**src/design/stx_pkg.sv**
```systemverilog
// Package with constants and types shared by the serial transmit datapath.
package stx_pkg;
  localparam int unsigned FIFO_DEPTH      = 256;
  localparam int unsigned FIFO_WIDTH      = 12;
  localparam int unsigned RAW_WIDTH       = 12;
  localparam int unsigned HOST_CLK_MAX_MHZ = 50;
  localparam int unsigned SYNC_STAGES     = 3;
  localparam logic [1:0]  REF_MULT_X1     = 2'h0;
  localparam logic [1:0]  REF_MULT_X2     = 2'h1;
  localparam logic [1:0]  REF_MULT_X4     = 2'h2;
  localparam logic [3:0]  BITS_PER_CHAR_10 = 4'ha;
  localparam logic [3:0]  BITS_PER_CHAR_12 = 4'hc;
  localparam logic [5:0]  K28_5_RDN       = 6'h0f;
  typedef enum logic [2:0] {
    STX_IDLE  = 3'b001,
    STX_LOAD  = 3'b010,
    STX_SHIFT = 3'b100
  } stx_state_t;
endpackage

```
**src/design/stx_fifo_if.sv**
```systemverilog
// Interface carrying the FIFO write and read handshakes between the datapath modules.
interface stx_fifo_if #(parameter int unsigned WIDTH = 12);
  logic             wr_valid;
  logic             wr_ready;
  logic [WIDTH-1:0] wr_data;
  logic             rd_valid;
  logic             rd_ready;
  logic [WIDTH-1:0] rd_data;
  modport fifo (input wr_valid, input wr_data, output wr_ready,
                output rd_valid, output rd_data, input rd_ready);
  modport user (output wr_valid, output wr_data, input wr_ready,
                input rd_valid, input rd_data, output rd_ready);
endinterface

```
**src/design/stx_fifo.sv**
```systemverilog
// Synchronous character FIFO with valid and ready handshakes on both sides.
module stx_fifo
  import stx_pkg::*;
#(
  parameter int unsigned WIDTH = FIFO_WIDTH,
  parameter int unsigned DEPTH = FIFO_DEPTH
) (
  input  wire logic i_core_clk,  // Core clock.
  input  wire logic i_rstn,      // Asynchronous reset, active low.
  input  wire logic i_clear,     // Synchronous flush.
  stx_fifo_if.fifo  bus          // Write and read handshakes.
);
  localparam int unsigned AW = $clog2(DEPTH);
  logic [WIDTH-1:0] mem [DEPTH];
  logic [AW-1:0]    wp_q, wp_d, rp_q, rp_d;
  logic [AW:0]      cnt_q, cnt_d;
  logic             push, pop;

  // The count is one bit wider than the pointers so that full and empty differ.
  assign bus.wr_ready = (cnt_q != (AW+1)'(DEPTH)) ? 1'b1 : 1'b0;
  assign bus.rd_valid = (cnt_q != '0);
  assign bus.rd_data  = mem[rp_q];
  assign push = bus.wr_valid & bus.wr_ready;
  assign pop  = bus.rd_valid & bus.rd_ready;

  always_comb begin
    wp_d  = push ? wp_q + 1'b1 : wp_q;
    rp_d  = pop ? rp_q + 1'b1 : rp_q;
    cnt_d = cnt_q + {{AW{1'b0}}, push} - {{AW{1'b0}}, pop};
    if (i_clear) begin
      wp_d  = '0;
      rp_d  = '0;
      cnt_d = '0;
    end
  end

  always_ff @(posedge i_core_clk or negedge i_rstn) begin
    if (!i_rstn) begin
      wp_q  <= '0;
      rp_q  <= '0;
      cnt_q <= '0;
    end else begin
      wp_q  <= wp_d;
      rp_q  <= rp_d;
      cnt_q <= cnt_d;
    end
  end

  always_ff @(posedge i_core_clk) begin
    if (push) begin
      mem[wp_q] <= bus.wr_data;
    end
  end
endmodule

```
**src/design/stx_encoder.sv**
```systemverilog
// Running-disparity 8B/10B encoder with one registered stage.
module stx_encoder
  import stx_pkg::*;
(
  input  wire logic       i_core_clk,  // Core clock.
  input  wire logic       i_rstn,      // Asynchronous reset, active low.
  input  wire logic       i_load,      // Encode one character.
  input  wire logic       i_ctrl,      // Special character select.
  input  wire logic [7:0] i_data,      // Character to encode.
  output logic      [9:0] o_code       // Encoded character, bit 0 first.
);
  logic       rd_q, rd_d;
  logic [9:0] code_q, code_d;
  logic [5:0] six;
  logic [3:0] four;
  logic       six_flip, four_flip, alt;

  always_comb begin
    six      = 6'h00;
    six_flip = 1'b1;
    case (i_data[4:0])
      5'h00: six = 6'h27; 5'h01: six = 6'h1d; 5'h02: six = 6'h2d; 5'h03: six = 6'h31;
      5'h04: six = 6'h35; 5'h05: six = 6'h29; 5'h06: six = 6'h19; 5'h07: six = 6'h38;
      5'h08: six = 6'h39; 5'h09: six = 6'h25; 5'h0a: six = 6'h15; 5'h0b: six = 6'h34;
      5'h0c: six = 6'h0d; 5'h0d: six = 6'h2c; 5'h0e: six = 6'h1c; 5'h0f: six = 6'h17;
      5'h10: six = 6'h1b; 5'h11: six = 6'h23; 5'h12: six = 6'h13; 5'h13: six = 6'h32;
      5'h14: six = 6'h0b; 5'h15: six = 6'h2a; 5'h16: six = 6'h1a; 5'h17: six = 6'h3a;
      5'h18: six = 6'h33; 5'h19: six = 6'h26; 5'h1a: six = 6'h16; 5'h1b: six = 6'h36;
      5'h1c: six = 6'h0e; 5'h1d: six = 6'h2e; 5'h1e: six = 6'h1e; default: six = 6'h2b;
    endcase
    if (i_ctrl) begin
      six = K28_5_RDN;
    end
    // Balanced sub-blocks other than D.07 keep one form for both disparities.
    if (($countones(six) == 3) && (six != 6'h38)) begin
      six_flip = 1'b0;
    end
    four = 4'h0;
    case (i_data[7:5])
      3'h0: four = 4'hb; 3'h1: four = 4'h9; 3'h2: four = 4'h5; 3'h3: four = 4'hc;
      3'h4: four = 4'hd; 3'h5: four = 4'ha; 3'h6: four = 4'h6; default: four = 4'he;
    endcase
    alt = (i_data[7:5] == 3'h7) && (
      (!rd_q && (i_data[4:0] == 5'h11 || i_data[4:0] == 5'h12 || i_data[4:0] == 5'h14)) ||
      (rd_q && (i_data[4:0] == 5'h0b || i_data[4:0] == 5'h0d || i_data[4:0] == 5'h0e)));
    if (alt) begin
      four = 4'h7;
    end
    four_flip = ($countones(four) != 2) || (four == 4'hc);
    code_d = code_q;
    rd_d   = rd_q;
    if (i_load) begin
      code_d[5:0] = (rd_q && six_flip) ? ~six : six;
      rd_d        = rd_q ^ six_flip;
      code_d[9:6] = (rd_d && four_flip) ? ~four : four;
      if (four_flip && (four != 4'hc)) begin
        rd_d = ~rd_d;
      end
    end
  end

  always_ff @(posedge i_core_clk or negedge i_rstn) begin
    if (!i_rstn) begin
      rd_q   <= 1'b0;
      code_q <= 10'h000;
    end else begin
      rd_q   <= rd_d;
      code_q <= code_d;
    end
  end
  assign o_code = code_q;
endmodule

```
**src/design/stx_top.sv**
```systemverilog
// Transmit datapath: host input, character FIFO, encoder and serializer.
// Overview of operation
// - Host characters are eight, ten or twelve bits wide, set by static selects.
// - With FIFO enabled, host writes act as a synchronous FIFO write port.
// - With FIFO enabled, a 256-character buffer sits before the encoder.
// - Buffered writes are accepted at any rate up to a 50 MHz host clock.
// - Without FIFO, the input register runs in lockstep with character timing.
// - Reference clock may be one, two or four times the character rate.
// - Both interface styles support the UTOPIA and Cascade timing models.
// - UTOPIA model follows that standard's active levels and sequencing.
// - Cascade model looks like a plain synchronous FIFO write port.
// - Characters pass the 8B/10B encoder unless the encoder is bypassed.
// - Bit rate is 2.5, 5 or 10 times reference when not twelve-bit raw.
// - Twelve-bit raw mode shifts at 3, 6 or 12 times reference rate.
// - Serial data is driven identically on two output drivers.
// - Width high: encoded 8 or raw 10; width low: encoded 8 or raw 12.
// - Low model select means UTOPIA, high means Cascade with flipped sense.
//
// The core clock is the serial bit clock; character timing derives from it.
// The host clock and the reference clock come from outside and are resynchronised.
module stx_top
  import stx_pkg::*;
#(
  parameter int unsigned DEPTH = FIFO_DEPTH,
  parameter int unsigned WIDTH = FIFO_WIDTH
) (
  input  wire logic                 i_core_clk,             // Serial bit clock.
  input  wire logic                 i_rstn,                 // Global reset, active low.
  input  wire logic                 i_host_tx_clock,        // Host write clock, sampled.
  input  wire logic                 i_reference_clock,      // Reference clock, sampled.
  input  wire logic [1:0]           i_ref_mult,             // Reference to character ratio.
  input  wire logic                 i_char_width_select,    // High: 8 or 10 bit characters.
  input  wire logic                 i_encoder_bypass_n,     // Low: encoder bypassed.
  input  wire logic                 i_fifo_bypass_n,        // Low: FIFO bypassed.
  input  wire logic                 i_timing_model_select,  // Low UTOPIA, high Cascade.
  input  wire logic                 i_tx_enable,            // Host write enable.
  input  wire logic                 i_tx_special,           // Special character select.
  input  wire logic [WIDTH-1:0]     i_tx_data,              // Host character.
  output logic                      o_tx_full,              // FIFO full flag, model sense.
  output logic                      o_tx_empty,             // FIFO empty flag, model sense.
  output logic                      o_char_strobe,          // Character period marker.
  output logic                      o_serial_a,             // Serial output A.
  output logic                      o_serial_b              // Serial output B.
);
  logic [SYNC_STAGES-1:0] hclk_sync_q, rclk_sync_q;
  logic                   hclk_edge, rclk_edge, hclk_lvl_q, rclk_lvl_q;
  logic                   raw12, raw_mode, utopia;
  logic [3:0]             bits_per_char;
  logic [3:0]             bit_cnt_q, bit_cnt_d;
  logic [1:0]             ref_cnt_q, ref_cnt_d;
  logic                   char_tick;
  logic [RAW_WIDTH-1:0]   shift_q, shift_d;
  logic [RAW_WIDTH-1:0]   raw_q, raw_d;
  logic [RAW_WIDTH-1:0]   sync_reg_q, sync_reg_d;
  logic                   sync_spec_q, sync_spec_d;
  logic [RAW_WIDTH-1:0]   cur_char;
  logic                   cur_spec, load_now;
  logic [9:0]             enc_code;
  logic                   enc_load, enc_pend_q, enc_pend_d;
  logic                   wr_en;
  stx_state_t             state_q, state_d;
  logic                   full_q, empty_q, strobe_q, ser_a_q, ser_b_q;

  stx_fifo_if #(.WIDTH(WIDTH + 1)) fif ();

  // Three-stage synchronisers; only the later two stages feed the edge logic.
  always_ff @(posedge i_core_clk or negedge i_rstn) begin
    if (!i_rstn) begin
      hclk_sync_q <= '0;
      rclk_sync_q <= '0;
      hclk_lvl_q  <= 1'b0;
      rclk_lvl_q  <= 1'b0;
    end else begin
      hclk_sync_q <= {hclk_sync_q[SYNC_STAGES-2:0], i_host_tx_clock};
      rclk_sync_q <= {rclk_sync_q[SYNC_STAGES-2:0], i_reference_clock};
      if (hclk_sync_q[1] == hclk_sync_q[2]) begin
        hclk_lvl_q <= hclk_sync_q[2];
      end
      if (rclk_sync_q[1] == rclk_sync_q[2]) begin
        rclk_lvl_q <= rclk_sync_q[2];
      end
    end
  end
  assign hclk_edge = (hclk_sync_q[1] == hclk_sync_q[2]) && hclk_sync_q[2] && !hclk_lvl_q;
  assign rclk_edge = (rclk_sync_q[1] == rclk_sync_q[2]) && rclk_sync_q[2] && !rclk_lvl_q;

  // Mode decode.
  assign raw_mode      = !i_encoder_bypass_n;
  assign raw12         = !i_char_width_select && !i_encoder_bypass_n;
  assign bits_per_char = raw12 ? BITS_PER_CHAR_12 : BITS_PER_CHAR_10;
  assign utopia        = !i_timing_model_select;
  // UTOPIA enables are active low, Cascade enables active high.
  assign wr_en = utopia ? !i_tx_enable : i_tx_enable;

  // Character period: one per bits_per_char bit clocks.
  always_comb begin
    bit_cnt_d = (bit_cnt_q == bits_per_char - 4'h1) ? 4'h0 : bit_cnt_q + 4'h1;
    char_tick = (bit_cnt_q == bits_per_char - 4'h1);
    ref_cnt_d = ref_cnt_q;
    if (rclk_edge) begin
      // Count reference edges so a multi-rate reference still marks characters.
      case (i_ref_mult)
        REF_MULT_X2: ref_cnt_d = {1'b0, ~ref_cnt_q[0]};
        REF_MULT_X4: ref_cnt_d = ref_cnt_q + 2'h1;
        default:     ref_cnt_d = 2'h0;
      endcase
    end
  end

  // Host write path into the FIFO, on the host clock edge.
  assign fif.wr_valid = i_fifo_bypass_n && hclk_edge && wr_en;
  assign fif.wr_data  = {i_tx_special, i_tx_data};
  assign fif.rd_ready = i_fifo_bypass_n && load_now;

  stx_fifo #(
    .WIDTH (WIDTH + 1),
    .DEPTH (DEPTH)
  ) u_fifo (
    .i_core_clk (i_core_clk),
    .i_rstn     (i_rstn),
    .i_clear    (1'b0),
    .bus        (fif)
  );

  // Synchronous input register captured on reference edges at character rate.
  always_comb begin
    sync_reg_d  = sync_reg_q;
    sync_spec_d = sync_spec_q;
    if (!i_fifo_bypass_n && rclk_edge && (ref_cnt_q == 2'h0) && wr_en) begin
      sync_reg_d  = i_tx_data;
      sync_spec_d = i_tx_special;
    end
  end

  assign cur_char = i_fifo_bypass_n ? fif.rd_data[WIDTH-1:0] : sync_reg_q;
  assign cur_spec = i_fifo_bypass_n ? fif.rd_data[WIDTH] : sync_spec_q;
  // Only idle or the last bit may take a character; the load cycle must not pop twice.
  assign load_now = (state_q == STX_IDLE) || ((state_q == STX_SHIFT) && char_tick);
  // Encoder runs one cycle ahead; it is fed when a new character enters.
  assign enc_load = load_now && (!i_fifo_bypass_n || fif.rd_valid);

  stx_encoder u_enc (
    .i_core_clk (i_core_clk),
    .i_rstn     (i_rstn),
    .i_load     (enc_load),
    .i_ctrl     (cur_spec),
    .i_data     (cur_char[7:0]),
    .o_code     (enc_code)
  );

  // Serializer state machine.
  always_comb begin
    state_d    = state_q;
    shift_d    = {1'b0, shift_q[RAW_WIDTH-1:1]};
    enc_pend_d = enc_pend_q;
    // Raw characters are held from the pop, as the FIFO head moves on at once.
    raw_d      = enc_load ? cur_char : raw_q;
    case (state_q)
      STX_IDLE: begin
        if (enc_load) begin
          state_d    = STX_LOAD;
          enc_pend_d = 1'b1;
        end
      end
      STX_LOAD: begin
        // Encoded characters need the encoder's registered output first.
        state_d    = STX_SHIFT;
        shift_d    = raw_mode ? raw_q : {2'h0, enc_code};
        enc_pend_d = 1'b0;
      end
      STX_SHIFT: begin
        if (char_tick) begin
          state_d = enc_load ? STX_LOAD : STX_IDLE;
        end
      end
      default: state_d = STX_IDLE;
    endcase
  end

  always_ff @(posedge i_core_clk or negedge i_rstn) begin
    if (!i_rstn) begin
      state_q     <= STX_IDLE;
      shift_q     <= '0;
      raw_q       <= '0;
      bit_cnt_q   <= 4'h0;
      ref_cnt_q   <= 2'h0;
      sync_reg_q  <= '0;
      sync_spec_q <= 1'b0;
      enc_pend_q  <= 1'b0;
      full_q      <= 1'b0;
      empty_q     <= 1'b0;
      strobe_q    <= 1'b0;
      ser_a_q     <= 1'b0;
      ser_b_q     <= 1'b0;
    end else begin
      state_q     <= state_d;
      shift_q     <= shift_d;
      raw_q       <= raw_d;
      bit_cnt_q   <= (state_q == STX_SHIFT) ? bit_cnt_d : 4'h0;
      ref_cnt_q   <= ref_cnt_d;
      sync_reg_q  <= sync_reg_d;
      sync_spec_q <= sync_spec_d;
      enc_pend_q  <= enc_pend_d;
      // Flag sense follows the timing model: UTOPIA active high, Cascade low.
      full_q      <= utopia ? !fif.wr_ready : fif.wr_ready;
      empty_q     <= utopia ? !fif.rd_valid : fif.rd_valid;
      strobe_q    <= char_tick;
      ser_a_q     <= (state_q == STX_SHIFT) ? shift_q[0] : 1'b0;
      ser_b_q     <= (state_q == STX_SHIFT) ? shift_q[0] : 1'b0;
    end
  end

  assign o_tx_full     = full_q;
  assign o_tx_empty    = empty_q;
  assign o_char_strobe = strobe_q;
  assign o_serial_a    = ser_a_q;
  assign o_serial_b    = ser_b_q;
  // Character width field selection.
  // Raw 10-bit uses bits 9:0, raw 12-bit 11:0, encoded uses 7:0 plus special.
endmodule

```
**config.mk**
```make
export PLATFORM = sky130hd
export DESIGN_NAME = stx_top
export DESIGN_NICKNAME = d
export VERILOG_FILES = /design/src/design/stx_pkg.sv /design/src/design/stx_fifo_if.sv /design/src/design/stx_fifo.sv /design/src/design/stx_encoder.sv /design/src/design/stx_top.sv
export SDC_FILE = /design/constraint.sdc
export NUM_CORES = 2
export LEC_CHECK = 0
export BUFFER_PORTS_ARGS = -buffer_cell sky130_fd_sc_hd__buf_2
export CAP_MARGIN = 20
export CORE_ASPECT_RATIO = 0.7
export CORE_MARGIN = 4
export CORE_UTILIZATION = 54
export CTS_BUF_LIST = sky130_fd_sc_hd__clkbuf_16
export DETAILED_ROUTE_END_ITERATION = 10
export PLACE_DENSITY_LB_ADDON = 0.12
export SYNTH_ARGS = -nofsm -noshare
export SYNTH_HDL_FRONTEND = slang
export SYNTH_HIERARCHICAL = 1
export SYNTH_SLANG_ARGS = --single-unit
```
**constraint.sdc**
```tcl
create_clock -name i_core_clk -period 7 [get_ports i_core_clk]
set_input_delay 0.7 -clock i_core_clk [delete_from_list [all_inputs] [get_ports i_core_clk]]
set_output_delay 0.7 -clock i_core_clk [all_outputs]
set_load 0.02 [all_outputs]
```
# After elaboration in Yosys (flattened, before gate mapping)
# Memory sizes are Yosys's and may differ from the RTL's.
# Cells that the tools add are included.
# Widths: inputs -> output; s select.
# totals
ff_bits	94
ram_bits	3328
mem_bits_ro	192
inputBits	24
output_inout_bits	5
memories	2
# memory_table
name	depth	width	rd	rd_clocked_by_memory_dff	write_ports	line_no	source
u_fifo.mem	256	13	1	0	1	stx_fifo.sv:14	logic [WIDTH-1:0] mem [DEPTH];
(name not given)	32	6	1	0	0	stx_encoder.sv:21	case (i_data[4:0])
# op_classes
add_sub_neg	15
eq_ne	29
n_mux	26
bitwise	7
n_reduce_logical	41
# ops
operator	count
$add 32x32->32	3
$mux 12	3
$eq 32x3->1 const B	1
$ne 32x3->1 const B	1
$pmux 4 s7	1
$logic_and 1x1->1	20
$add 8x1->8 const B	2
$mux 4	4
$eq 3x3->1 const B	5
$eq 5x4->1 const B	3
$eq 5x5->1 const B	3
$mux 6	2
$add 1x1->2	5
$mux 1	10
$add 9x1->9	1
$eq 3x2->1 const B	3
$logic_not 1->1	9
$mux 3	3
$ne 9x9->1 const B	1
$pmux 3 s3	1
$reduce_bool 9->1	1
$sub 9x1->9	1
$logic_or 1x1->1	8
$eq 3x1->1 const B	2
21 further kinds	25

# Longest topological paths before layout
# An unclocked memory read counts as a cell.
# logic_depth
word_depth	15
mapped_depth	32
ltp_nobuf	25

# Hierarchy
# The synthesis kept the hierarchy.
# by_module_without_submodules
module	instances	cells_per_inst	area_per_inst_um2	seq_area_each_um2
stx_fifo	1	6039	129330.3	100561.4
stx_top	1	193	2580.0	1452.6
stx_encoder	1	155	1351.3	275.3

# Worst setup path after synthesis
# OpenSTA, ideal clock, no wires.
# synth_path
kind	register to register
startpoint	register u_fifo.rp_q[0]
endpoint	register u_enc.code_q[6] (netlist: u_enc/o_code[6])
arrival_ns	6.186
required_time_ns	6.875
setup_slack_ns	0.689
stages_incl_launch_ff	27
n_path_buf	5
synth_period_minus_slack_ns	6.311
path_cell_list	dfrtp_1 buf_6 buf_12 buf_6 buf_2 mux4_2 a22o_1 a2111oi_0 nor3_1 a21o_1 mux2_2 inv_1 ha_1 a21oi_1 mux4_2 nor2_1 inv_1 fa_1 fa_1 inv_1 fa_1 a211o_1 ha_1 nor2b_1 clkbuf_1 xnor2_1 mux2_2
# synth_between
elab_chain_len	15
word_cells_on_any_way	48
cone_classes	add/sub (8); eq/ne (17); mux (7); bitwise (2); reduce/logical (12); memory (2)
# synth_lines
item	line_no	source
start: declaration	stx_fifo.sv:15	logic [AW-1:0] wp_q, wp_d, rp_q, rp_d;
start signal: assignment	stx_fifo.sv:44	rp_q <= rp_d;
$mem_v2 256x13 (*)	--	
named net fif.rd_data[0]	stx_fifo_if.sv:8	logic [WIDTH-1:0] rd_data;
$mux 12 (*)	stx_top.sv:135	assign cur_char = i_fifo_bypass_n ? fif.rd_data[WIDTH-1:0] : sync_reg_q;
named net cur_char[0]	stx_top.sv:56	logic [RAW_WIDTH-1:0] cur_char;
parallel branches: the longest is 12 deep, another holds $add 32x32->32	--	
$mux 4 (*)	stx_encoder.sv:55	code_d[9:6] = (rd_d && four_flip) ? ~four : four;
end signal: assignment	stx_encoder.sv:68	code_q <= code_d;
end: declaration	stx_encoder.sv:13	logic [9:0] code_q, code_d;
# Mark *: on every way through the listed nets, which the timed path passes.
# A chain may end at the register's enable or synchronous reset.

# Final worst setup path
# Ends and elaborated chain as after synthesis.

==> results by group <==
Status
  • Outcome: finished with violations
  • Failing checks: negative setup slack

Critical path
  • Arrival time at the worst endpoint: 7.86 ns
  • Worst reg2reg endpoint: u_enc/o_code[6]
  • Crit-path max cell delay: 0.58 ns
  • Worst path required time: 7.75 ns
  • Top delay family on crit path: compound AO/OA/AOI/OAI gates
  • Worst path slowest cell: a211oi_4
  • CP max FO: 6
  • CP endpoint kind: register
  • R2R Setup Slk: -0.11 ns
  • Crit start category: register
  • R2r worst-path depth: 25
  • Setup CP Type: register to register
  • CP Buf/Inv Count: 6
  • Reg2reg start: u_fifo/rp_q[0]

Timing
  • Fmax: 141 MHz
  • Final period utilization: 102%
  • Worst hold margin: 0.0746 ns
  • RSZ-0062 raised after global routing: true
  • Minimum clock period: 7.11 ns
  • Final setup viols: 4
  • Max-slew headroom: 12.8%
  • Slew Viols, Final: 0
  • Clk_skew: 0.0334 ns
  • Final hold vios: 0
  • Setup_tns: -0.290 ns
  • Tightest Pin Transition: 1.30 ns
  • Fin worst setup slack: -0.110 ns

Worst hold path
  • Hold path depth: 2
  • Hold wc startpoint: i_timing_model_select
  • Hold endpoint: o_tx_empty
  • Hold Crit Class: primary input to register

Placement
  • Placed cell areas: 143000 sq um
  • Place WS: -0.997 ns
  • Post-DP HPWL: 250000 um
  • GP Congestion: 0.924
  • Post-Place Cells: 10100
  • IO Port Bufs: 28

Layout
  • Synthesis-to-finish area growth: 15.6%
  • Fillers: 16900
  • Most common cell after layout, fill and taps aside: edfxtp_1
  • Most frequent cells in the layout: edfxtp_1, buf_4, mux4_2
  • Design area: 154000 sq um
  • Post-Layout Cell Count: 10700
  • Core Util, Final: 62.8%
  • Fin nets: 7313
  • Layout cells sized above 1: 29.7%

Synth
  • Post-Syn Area: 133000 sq um
  • Synth Register Bits: 3422
  • Top_reg_cell synth: edfxtp_1
  • Post-synthesis instance total: 6387
  • Seq/Total Area, Yosys: 76.8%
  • Synth Area per Inst: 20.9 sq um
  • Synthesis Warnings: 6
  • Post-synth EDFFs: 3328
  • Synth async-reset ratio: 2.75%
  • Cell variety after synth: 84

Floorplanning
  • Initial core utilization: 54.3%
  • I/O pins: 29
  • Die width: 602 um
  • Die height: 424 um
  • Die area: 255000 sq um
  • # rows: 152
  • Area of the core: 245000 sq um

Clock network
  • Clock Root Buffer: clkbuf_16
  • TritonCTS clock tree: built
  • Insertion delay to the later sink of the worst-skew pair: 0.88 ns
  • Clock transition at path regs: 0.06 ns
  • H-Tree Depth: 5
  • CTS Buffer Depth: 4
  • Clk sinks: 3422
  • CTS buffer count: 320

Global route
  • GRT Resource Usage Total: 30.4%
  • Vias in the first global route: 68800
  • GRT Residual Overflow: 0
  • Largest net degree at the start of global routing: 184
  • Antenna violations before repair: 29
  • First-pass GRT wire length: 544000 um

Power and ir drop
  • Overall power: 48.1 mW
  • Combinational Power Share: 17.6%
  • Clk network pwr share: 35.1%
  • VDD IR max: 0.249 mV
  • Pint: 36.4 mW
  • Sw Ratio: 24.4%
  • Seq pwr share: 47.3%
  • Pleak: 49.2 nW
  • Power per cell area: 312 nW/um^2
  • NetSw: 11.8 mW

Detailed routing
  • Routed wire length per instance: 36.2 um
  • Final wirelength: 389000 um
  • M1 WL: 157000 um
  • Final ANT Viol Nets: 0
  • Met2 WL post-DR: 170000 um
  • Top sig layer: met5
  • Routed vias: 72000
  • Post-route DRC: 0
  • Met3 wire len: 49600 um
  • First drt pass iteration count: 6
  • Post-DR vias/cell: 6.71
  • DRT iter0 DRCs: 11100

Flow run
  • Max-cap viol count: 0
==> power groups by stage <==
stage               Combinational [mW]  Sequential [mW]  Clock [mW]
finish                            8.45             22.8        16.9
floorplan                         5.28             23.2           0
global route                      8.99             22.8        18.0
detailed placement                7.86             23.2           0
global placement                  7.79             23.2           0
CTS                               8.26             22.7        17.1
==> synth_stat cells, types with 46 or more instances <==
cell,n,area (sq um)
nor2_1,348,1310
buf_4,46,345
o21ai_0,67,335
dfrtp_1,93,2330
a211oi_1,47,353
mux2i_1,341,3410
clkbuf_1,152,571
a22oi_1,195,1460
buf_2,119,596
nand2_1,121,454
edfxtp_1,3328,99900
mux4_2,708,15900
a21oi_1,159,796
a221oi_1,60,526
nand3_1,46,230
buf_6,46,518
==> layer usage <==
layer,vias to the layer above,GRT usage [%]
met4,18,8.44
met3,605,8.36
li1,28300,-
met2,4594,43.2
met5,-,0
met1,38500,46.6
==> cell type report <==
| class | count | area, sq um | share of cell area (%) |
|---|---|---|---|
| antenna | 5 | 12.5 | 0.00813 |
| clock buffer | 331 | 8280 | 5.38 |
| clock inverter | 239 | 1720 | 1.11 |
| inverter | 41 | 163 | 0.106 |
| multi-input combinational | 2550 | 29300 | 19.0 |
| sequential | 3422 | 102000 | 66.4 |
| tap | 3234 | 4050 | 2.63 |
| timing repair buffer | 910 | 8120 | 5.27 |
==> flip-flops by register name, summed over array words and instances, names as in the netlist, 2 cells and up <==
| register | flops |
|---|---|
| u_fifo/mem | 3328 |
| raw_q | 12 |
| shift_q | 12 |
| sync_reg_q | 12 |
| u_enc/o_code | 10 |
| u_fifo/cnt_q | 9 |
| u_fifo/rp_q | 8 |
| u_fifo/wp_q | 8 |
| bit_cnt_q | 4 |
| hclk_sync_q | 3 |
| rclk_sync_q | 3 |
| state_q | 3 |
| ref_cnt_q | 2 |
==> worst max path at each step <==
stage	start	end	slack [ns]	cells past startpoint
2_1_floorplan	u_fifo/rp_q[0]	u_enc/o_code[6]	0.69	26
3_3_place_gp	u_fifo/rp_q[0]	u_enc/o_code[8]	-1.08	25
3_5_place_dp	u_fifo/rp_q[0]	u_enc/o_code[7]	-1.0	23
4_1_cts	u_fifo/rp_q[0]	u_enc/o_code[6]	0.02	28
5_1_grt	u_fifo/rp_q[0]	u_enc/o_code[6]	-0.24	28
6_report	u_fifo/rp_q[0]	u_enc/o_code[6]	-0.11	25
==> logic make-up (layout without fill, tap and decap cells) <==
group / Yosys count / count (layout) / synth area share (%)
flops: 3422 / 3422 / 76.8
mux: 1100 / 1100 / 15.0
compound gates: 715 / 715 / 3.74
simple gates: 650 / 650 / 2.14
buf+inv: 421 / 1521 / 1.71
fa+ha+maj: 44 / 44 / 0.436
xor+xnor: 34 / 34 / 0.223
other cells: 1 / 12 / 0.00281
==> what timing repair did <==
item	CTS	global route
hold endpoints to repair	37	0
gates resized for setup	55	52
endpoints found under the setup margin	11	9
gates cloned	5	0
pin swaps	10	28
buffers inserted	19	14
hold buffers	3	0
No activity file was read; power rests on OpenSTA's default activity.
